$ cat config.mk
export PLATFORM = sky130hd
export DESIGN_NAME = audio_path_reset_record_dma_regs
export DESIGN_NICKNAME = d
export VERILOG_FILES = /design/src/hw/audio_ctrl_pkg.sv /design/src/hw/audio_path_reset_record_dma_regs.sv
export SDC_FILE = /design/constraint.sdc
export NUM_CORES = 1
export LEC_CHECK = 0
export ABC_AREA = 1
export BUFFER_PORTS_ARGS = -buffer_cell sky130_fd_sc_hd__buf_4
export CAP_MARGIN = 20
export CORE_ASPECT_RATIO = 0.8
export CORE_MARGIN = 2
export CORE_UTILIZATION = 59
export DETAILED_ROUTE_END_ITERATION = 10
export PLACE_DENSITY = 0.8
export SLEW_MARGIN = 5
export SYNTH_ARGS = -nofsm -noshare
export SYNTH_HDL_FRONTEND = slang
export SYNTH_SLANG_ARGS = --single-unit
$ cat constraint.sdc
create_clock -name clk_in -period 4.8 [get_ports clk_in]
set_input_delay 0.96 -clock clk_in [delete_from_list [all_inputs] [get_ports clk_in]]
set_output_delay 0.96 -clock clk_in [all_outputs]
set_load 0.02 [all_outputs]
$ cat src/hw/audio_ctrl_pkg.sv
package audio_ctrl_pkg;

    // register byte addresses on the system bus
    localparam logic [31:0] SUBBLOCK_RESET_ADDR = 32'hFFF0_9004;
    localparam logic [31:0] REC_BASE_ADDR = 32'hFFF0_9008;
    localparam logic [31:0] REC_LENGTH_ADDR = 32'hFFF0_900C;
    localparam logic [31:0] REC_CURRENT_ADDR = 32'hFFF0_9010;
    localparam logic [31:0] IRQ_STATUS_ADDR = 32'hFFF0_9050;
    localparam logic [31:0] IRQ_MASK_ADDR = 32'hFFF0_9054;

    // reset values
    localparam logic [31:0] SUBBLOCK_RESET_RST = 32'h0000_0000;
    localparam logic [31:0] REC_BASE_RST = 32'h0000_0000;
    localparam logic [31:0] REC_LENGTH_RST = 32'h0000_0000;
    localparam logic [31:0] REC_CURRENT_RST = 32'h0000_0000;
    localparam logic [1:0] IRQ_STATUS_RST = 2'h0;
    localparam logic [1:0] IRQ_MASK_RST = 2'h0;

    // field positions in the sub-block reset control register
    localparam int GLOBAL_RESET_BIT = 16;
    localparam int REC_CHAN_HI = 15;
    localparam int REC_CHAN_LO = 14;
    localparam int PLAY_CHAN_HI = 13;
    localparam int PLAY_CHAN_LO = 12;
    localparam int ACL_RECORD_BIT = 8;
    localparam int ACL_PLAY_BIT = 7;
    localparam int I2S_RECORD_BIT = 6;
    localparam int I2S_PLAY_BIT = 5;
    localparam int ACL_RESET_BIT = 1;
    localparam int I2S_RESET_BIT = 0;
    localparam logic [31:0] SUBBLOCK_RESET_WMASK = 32'h0001_F1E3;

    // interrupt status and mask layout
    localparam int IRQ_MID_BIT = 0;
    localparam int IRQ_END_BIT = 1;

    // channel mode codes
    localparam logic [1:0] REC_DUAL = 2'h3;
    localparam logic [1:0] REC_LEFT = 2'h1;
    localparam logic [1:0] REC_RIGHT = 2'h2;
    localparam logic [1:0] PLAY_STEREO = 2'h3;
    localparam logic [1:0] PLAY_MONO = 2'h2;

    // bytes stored per recorded sample
    localparam logic [31:0] SAMPLE_BYTES = 32'h0000_0004;

    // ahb-lite transfer codes
    localparam logic [1:0] HTRANS_IDLE = 2'h0;
    localparam logic [1:0] HTRANS_NONSEQ = 2'h2;
    localparam logic HRESP_OKAY = 1'b0;

    // bus slave states
    typedef enum logic [3:0] {
        ST_IDLE = 4'h1,
        ST_WRITE = 4'h2,
        ST_RWAIT = 4'h4,
        ST_RDONE = 4'h8
    } bus_state_e;

    // one stored record sample heading for memory
    typedef struct packed {
        logic [31:0] addr;
        logic [31:0] data;
    } dma_write_s;

endpackage : audio_ctrl_pkg

$ cat src/hw/audio_path_reset_record_dma_regs.sv
// Operation
// - the sub-block reset control register is a 32-bit read/write word at its address, zero after reset.
// - bit 16 set holds the whole audio controller in reset, cleared returns it to normal work.
// - bits 15:14 choose the record channels: 11 dual, 01 left only, 10 right only, 00 reserved.
// - when the converter is the record path only the left channel is recorded, whatever is requested.
// - bits 13:12 choose playback: 11 stereo, 10 mono, 00 and 01 reserved.
// - bit 8 enables the AC-link record path.
// - bit 7 enables the AC-link playback path.
// - bit 6 enables the I2S record path.
// - bit 5 enables the I2S playback path.
// - bit 1 holds the AC-link sub-block in reset while set.
// - bit 0 holds the I2S sub-block in reset while set.
// - the record base register holds a 32-bit address, read/write, only the processor changes it, zero at reset.
// - the record length register holds a 32-bit length, read/write, only the processor changes it, zero at reset.
// - the record interrupt flag sets when the current address reaches middle or end, clears by writing one, and drives an inverted request.
// - the record current address is a 32-bit register that the processor can only read.
`timescale 1ns/1ps
`default_nettype none

module audio_path_reset_record_dma_regs
    import audio_ctrl_pkg::*;
(
    input wire logic clk_in, // 100 MHz system clock
    input wire logic reset_in, // synchronous, active high
    input wire logic hsel_in, // ahb slave select
    input wire logic [31:0] haddr_in, // ahb address
    input wire logic [1:0] htrans_in, // ahb transfer type
    input wire logic hwrite_in, // ahb write
    input wire logic [2:0] hsize_in, // ahb size, word only
    input wire logic [31:0] hwdata_in, // ahb write data
    input wire logic hready_in, // ahb bus ready
    output logic [31:0] hrdata_out, // ahb read data
    output logic hreadyout_out, // ahb slave ready
    output logic hresp_out, // ahb response, always okay
    input wire logic adc_record_sel_in, // converter chosen as record path
    input wire logic sample_valid_in, // record sample offered
    input wire logic [31:0] sample_data_in, // record sample
    output logic sample_ready_out, // record sample accepted
    output logic dma_wr_valid_out, // memory write request pulse
    output dma_write_s dma_wr_out, // memory write address and data
    output logic audio_global_reset_out, // whole controller reset
    output logic i2s_reset_out, // i2s sub-block reset
    output logic acl_subblock_reset_out, // ac-link sub-block reset
    output logic i2s_play_en_out, // i2s playback path enable
    output logic i2s_record_en_out, // i2s record path enable
    output logic acl_playback_enable_out, // ac-link playback path enable
    output logic acl_record_enable_out, // ac-link record path enable
    output logic [1:0] rec_chan_mode_out, // effective record channels
    output logic [1:0] play_chan_mode_out, // playback channel mode
    output logic rec_irq_n_out, // record dma request, active low
    output logic irq_out // masked interrupt, active high
);

    // bus slave state
    bus_state_e state_reg;
    bus_state_e state_next;
    logic [31:0] addr_reg;
    logic [31:0] hrdata_reg;

    // software-visible registers
    logic [31:0] ctrl_reg;
    logic [31:0] base_reg;
    logic [31:0] length_reg;
    logic [31:0] current_reg;
    logic [31:0] current_next;
    logic [1:0] status_reg;
    logic [1:0] status_next;
    logic [1:0] mask_reg;
    logic dma_valid_reg;
    dma_write_s dma_wr_reg;

    // address phase capture and data phase write decode
    wire logic accept = hsel_in && htrans_in[1] && hready_in;
    wire logic wr_phase = (state_reg == ST_WRITE);
    wire logic wr_ctrl = wr_phase && (addr_reg == SUBBLOCK_RESET_ADDR);
    wire logic wr_base = wr_phase && (addr_reg == REC_BASE_ADDR);
    wire logic wr_length = wr_phase && (addr_reg == REC_LENGTH_ADDR);
    wire logic wr_status = wr_phase && (addr_reg == IRQ_STATUS_ADDR);
    wire logic wr_mask = wr_phase && (addr_reg == IRQ_MASK_ADDR);

    // read selection; unmapped words read zero
    wire logic [31:0] rd_mux =
        (addr_reg == SUBBLOCK_RESET_ADDR) ? ctrl_reg :
        (addr_reg == REC_BASE_ADDR) ? base_reg :
        (addr_reg == REC_LENGTH_ADDR) ? length_reg :
        (addr_reg == REC_CURRENT_ADDR) ? current_reg :
        (addr_reg == IRQ_STATUS_ADDR) ? {30'h0000_0000, status_reg} :
        (addr_reg == IRQ_MASK_ADDR) ? {30'h0000_0000, mask_reg} : 32'h0000_0000;

    // bus state sequencing; reads take one wait state so hrdata comes from a flop
    always_comb
    begin
        case (state_reg)
            ST_IDLE, ST_WRITE, ST_RDONE:
            begin
                if (accept)
                    state_next = hwrite_in ? ST_WRITE : ST_RWAIT;
                else
                    state_next = ST_IDLE;
            end
            ST_RWAIT: state_next = ST_RDONE;
            default: state_next = ST_IDLE;
        endcase
    end

    always_ff @(posedge clk_in)
    begin
        if (reset_in)
        begin
            state_reg <= ST_IDLE;
            addr_reg <= 32'h0000_0000;
            hrdata_reg <= 32'h0000_0000;
        end
        else
        begin
            state_reg <= state_next;
            if (accept)
                addr_reg <= haddr_in;
            if (state_reg == ST_RWAIT)
                hrdata_reg <= rd_mux;
        end
    end

    assign hrdata_out = hrdata_reg;
    assign hreadyout_out = (state_reg != ST_RWAIT);
    assign hresp_out = HRESP_OKAY;

    // control word; reserved bits stay zero because the write mask drops them
    always_ff @(posedge clk_in)
    begin
        if (reset_in)
            ctrl_reg <= SUBBLOCK_RESET_RST;
        else if (wr_ctrl)
            ctrl_reg <= hwdata_in & SUBBLOCK_RESET_WMASK;
    end

    // dma base and length are written only from the bus, never by the engine
    always_ff @(posedge clk_in)
    begin
        if (reset_in)
        begin
            base_reg <= REC_BASE_RST;
            length_reg <= REC_LENGTH_RST;
            mask_reg <= IRQ_MASK_RST;
        end
        else
        begin
            if (wr_base)
                base_reg <= hwdata_in;
            if (wr_length)
                length_reg <= hwdata_in;
            if (wr_mask)
                mask_reg <= hwdata_in[1:0];
        end
    end

    assign audio_global_reset_out = ctrl_reg[GLOBAL_RESET_BIT];
    assign i2s_reset_out = ctrl_reg[I2S_RESET_BIT] | ctrl_reg[GLOBAL_RESET_BIT];
    assign acl_subblock_reset_out = ctrl_reg[ACL_RESET_BIT] | ctrl_reg[GLOBAL_RESET_BIT];
    assign i2s_play_en_out = ctrl_reg[I2S_PLAY_BIT] & ~ctrl_reg[GLOBAL_RESET_BIT];
    assign i2s_record_en_out = ctrl_reg[I2S_RECORD_BIT] & ~ctrl_reg[GLOBAL_RESET_BIT];
    assign acl_playback_enable_out = ctrl_reg[ACL_PLAY_BIT] & ~ctrl_reg[GLOBAL_RESET_BIT];
    assign acl_record_enable_out = ctrl_reg[ACL_RECORD_BIT] & ~ctrl_reg[GLOBAL_RESET_BIT];
    // converter forces left only; reserved code passes through unchanged
    assign rec_chan_mode_out = adc_record_sel_in ? REC_LEFT : ctrl_reg[REC_CHAN_HI:REC_CHAN_LO];
    // playback mode straight from the field
    assign play_chan_mode_out = ctrl_reg[PLAY_CHAN_HI:PLAY_CHAN_LO];

    // record engine address arithmetic; middle is base plus half the length
    // both enables are already gated by global reset, so no extra term is needed here
    wire logic rec_en = acl_record_enable_out | i2s_record_en_out;
    wire logic fire = sample_valid_in & rec_en;
    wire logic [31:0] end_addr = base_reg + length_reg;
    wire logic [31:0] mid_addr = base_reg + {1'b0, length_reg[31:1]};
    wire logic [31:0] step_addr = current_reg + SAMPLE_BYTES;
    wire logic hit_end = fire && (step_addr >= end_addr);
    wire logic hit_mid = fire && (current_reg < mid_addr) && (step_addr >= mid_addr) && !hit_end;

    assign sample_ready_out = rec_en;

    // start at base, advance, wrap at base plus length
    always_comb
    begin
        if (!rec_en)
            current_next = base_reg;
        else if (hit_end)
            current_next = base_reg;
        else if (fire)
            current_next = step_addr;
        else
            current_next = current_reg;
    end

    // current address kept by hardware only
    always_ff @(posedge clk_in)
    begin
        if (reset_in)
            current_reg <= REC_CURRENT_RST;
        else
            current_reg <= current_next;
    end

    // sample write request; data registered so memory sees stable words
    always_ff @(posedge clk_in)
    begin
        if (reset_in)
        begin
            dma_valid_reg <= 1'b0;
            dma_wr_reg <= '0;
        end
        else
        begin
            dma_valid_reg <= fire;
            if (fire)
            begin
                dma_wr_reg.addr <= current_reg;
                dma_wr_reg.data <= sample_data_in;
            end
        end
    end

    assign dma_wr_valid_out = dma_valid_reg;
    assign dma_wr_out = dma_wr_reg;

    // sticky flags, write one clears, a new event wins over the clear
    wire logic [1:0] status_set = {hit_end, hit_mid};
    wire logic [1:0] status_clr = wr_status ? hwdata_in[1:0] : 2'h0;
    assign status_next = (status_reg & ~status_clr) | status_set;

    always_ff @(posedge clk_in)
    begin
        if (reset_in)
            status_reg <= IRQ_STATUS_RST;
        else
            status_reg <= status_next;
    end

    // inverted request follows any record flag
    assign rec_irq_n_out = ~(status_reg[IRQ_MID_BIT] | status_reg[IRQ_END_BIT]);
    assign irq_out = |(status_reg & mask_reg);

    logic rd_ctrl_ph;
    always_ff @(posedge clk_in)
    begin
        if (reset_in)
            rd_ctrl_ph <= 1'b0;
        else
            rd_ctrl_ph <= accept && !hwrite_in && (haddr_in == SUBBLOCK_RESET_ADDR);
    end
endmodule : audio_path_reset_record_dma_regs

`default_nettype wire

==> flow_summary.toml <==
[clocking]
clk_latency_ps = 540
cts_tree = "built"
clkTransAtPathRegs_ps = 70
hold_buffers = 0
clockBufferDepth = 3
cts_made_buffers = 25
cts-root-buf = "clkbuf_16"
h-tree-depth = 1
clock_sinks = 244

[routing]
drcViolationCount = 0
vias_per_cell = 5.90
vias = 16386
drt-wirelength-per-cell_um = 18.9
drt_pass1_iterations = 6
routed_wl_um = 52500
drt_iter0_drc = 1556
ant_nets = 0

[worst_setup_path]
worst_path_max_delay_cell = "dfxtp_1"
critical-path-max-stage-delay_ps = 350
required_ps = 5250
start_kind = "flop"
path_common_cell = "nand2_1"
worstSetupEndpointType = "flop"
cp.arrival_ps = 5040
path_buf_inv = 5
cp_max_fo = 8
crit_family = "compound AO/OA/AOI/OAI gates"
crit_type = "flop to flop"

[floorplanning]
fp.coreArea_sq_um = 26100
io_pins = 221
fp-row-count = 53
initial_core_util_pct = 59.8
chipWidth_um = 186
dieArea_sq_um = 27800
die_height_um = 150

[global_routing]
grt_start_max_net_pins = 65
antenna_found_initial = 0
grt_usage_pct = 37.0
grt.overflow.total = 0
grt_pass1_wl_um = 80700
grt_pass1_vias = 15327

[timing]
setup_viol = 0
worstMarginPinSlew_ps = 1130
slew_headroom_pct = 24.2
rsz0062_at_grt = "false"
hold_viol = 0
fin_tns_setup_ps = 0
slew_violations = 0
fin_skew_ps = 14.0
period_needed_ps = 4590
timing.fmax_mhz = 218
min_period_over_period_pct = 95.6

[logic_synthesis]
async_reset_ff_share_pct = 0
syn_avg_cell_area_sq_um = 7.08
synth_nets = 2471
synth_edf_count = 0
seq_area_frac_synth_pct = 31.3
ys_ff_latch = 244
ys_types = 55
synth_ff_type = "dfxtp_1"
synthCells = 2208
yosysWarnings = 0
syn_area_sq_um = 15600

[flow_run]
maxCapViolCount = 0

[power]
power.leakage_nw = 8.39
p_total_w = 0.00428
powerDensity_nw_per_um2 = 230
ir_worst_vdd_v = 0.000284

[placement]
dp_hpwl_um = 39700
port_buffers = 215
routabilityCongestion = 0.998

[min_path]
hp-class = "flop to flop"

[status]
status = "complete, no violations"

[layout]
largest_reg_flops = 64
syn2layout_area_growth_pct = 19.2
diodes = 0
drive_gt1_share_pct = 15.5
nNetsFinal = 2663
-- worst register-to-register path, cell delays in order, from the launching register on --
cell      delay (ps)
dfxtp_1          350
ha_1             340
inv_1             70
o21ai_0          210
a21oi_2           80
o21ai_2          300
a21boi_2         120
o21ai_1          300
a21boi_1         160
o21ai_1          290
nand2_1           90
inv_1             80
nor2_1            40
nand2_1           60
nand2_1           50
ha_1             290
a21oi_1          150
o21ai_0           90
nand2_1           60
nand3_1           80
a31oi_2          240
nand3_2          160
buf_4            170
buf_4            170
buf_12           150
a21oi_1          110
o21ai_0          120
a31oi_1          180
-- through the flow --
stage / instances / setup WS [ps] / utilization, % / hold slack, ps / instance area, sq um
floorplan: 2208 / 869 / - / 424 / 15600
global placement: 2725 / 146 / 67.5 / 440 / 17600
detailed placement: 2725 / 62.2 / 67.5 / 451 / 17600
CTS: 2770 / 11.3 / 70.8 / 460 / 18500
global route: 2775 / 3.78 / 71.3 / 486 / 18600
finish: 2775 / 210 / 71.3 / 463 / 18600
-- path summary, 6_finish.rpt --
kind,startpoint,to,slack [ps],cells past startpoint
worst max-delay path,base_reg[4],current_reg[10],210,27
worst min-delay path,addr_reg[12],addr_reg[12],460,2
worst max register to register,base_reg[4],current_reg[10],210,27
worst min register to register,addr_reg[12],addr_reg[12],460,2
-- final cells by class --
type	count	area [sq um]
inverter	269	1010
multi-input combinational	1607	9450
tap	357	447
fill	2184	7510
clock buffer	29	651
clock inverter	16	208
sequential	244	4890
timing repair buffer	253	1970
-- power breakdown --
group | leakage [nW] | internal (W) | switching [W] | total [W]
Sequential | 1.97 | 0.00204 | 0.00000644 | 0.00204
Clock | 0.411 | 0.00120 | 0.000875 | 0.00207
Combinational | 6.02 | 0.0000748 | 0.0000910 | 0.000166
Total | 8.39 | 0.00331 | 0.000972 | 0.00428
-- timing repair --
item | 4_1_cts | 5_1_grt
gates resized for setup | 0 | 19
endpoints found under the hold margin | 0 | 0
buffers inserted | 0 | 3
endpoints found under the setup margin | 0 | 33
-- Yosys cell counts (all sizes together), types with 5 or more instances --
cell / count / area (sq um)
a211oi: 35 / 263
a21boi: 7 / 56.3
a21oi: 277 / 1390
a221oi: 5 / 43.8
a31oi: 27 / 169
buf: 16 / 86.3
clkbuf: 72 / 270
dfxtp: 244 / 4880
ha: 153 / 1910
inv: 265 / 995
nand2: 346 / 1310
nand3: 57 / 310
nand4: 28 / 196
nor2: 221 / 852
nor3: 33 / 208
nor4: 12 / 87.6
o211ai: 15 / 113
o21a: 5 / 37.5
o21ai: 248 / 1240
o221ai: 12 / 105
o22ai: 21 / 131
xnor2: 25 / 219
xor2: 57 / 514
-- cells in the final DEF, fill, tap and decap left out, types with 6 or more instances in the layout --
master / synthesis / routed
a211oi_1: 35 / 35
a21oi_1: 275 / 271
a21oi_2: 2 / 6
a31oi_1: 27 / 26
buf_4: 5 / 247
clkbuf_16: 0 / 25
dfxtp_1: 244 / 243
ha_1: 153 / 153
inv_1: 245 / 243
inv_2: 20 / 21
nand2_1: 340 / 338
nand2_2: 6 / 8
nand3_1: 52 / 50
nand3_2: 5 / 7
nand4_1: 26 / 26
nor2_1: 214 / 211
nor2_2: 6 / 8
nor3_1: 27 / 27
nor4_1: 10 / 10
o211ai_1: 15 / 15
o21ai_0: 159 / 159
o21ai_1: 88 / 85
o221ai_1: 12 / 12
o22ai_1: 21 / 21
xnor2_1: 25 / 25
xor2_1: 55 / 55
-- metal layers --
| metal | global-route usage [%] | vias to the layer above | wire (um) |
|---|---|---|---|
| met4 | 15.7 | 0 | 2410 |
| met3 | 4.87 | 146 | 4660 |
| met5 | 0 | - | 0 |
| li1 | - | 7883 | - |
| met1 | 49.6 | 7541 | 21900 |
| met2 | 60.1 | 816 | 23600 |
-- cell families (layout without fill, tap and decap cells) --
family / Yosys count / after routing / share of synthesized area (%)
xor+xnor: 82 / 82 / 4.69
buf+inv: 357 / 567 / 8.75
compound gates: 664 / 664 / 23.4
simple gates: 705 / 705 / 19.4
fa+ha+maj: 155 / 155 / 12.5
other cells: 1 / 1 / 0.0240
flops: 244 / 244 / 31.3
Note: power is estimated with default switching activity, not from simulation.
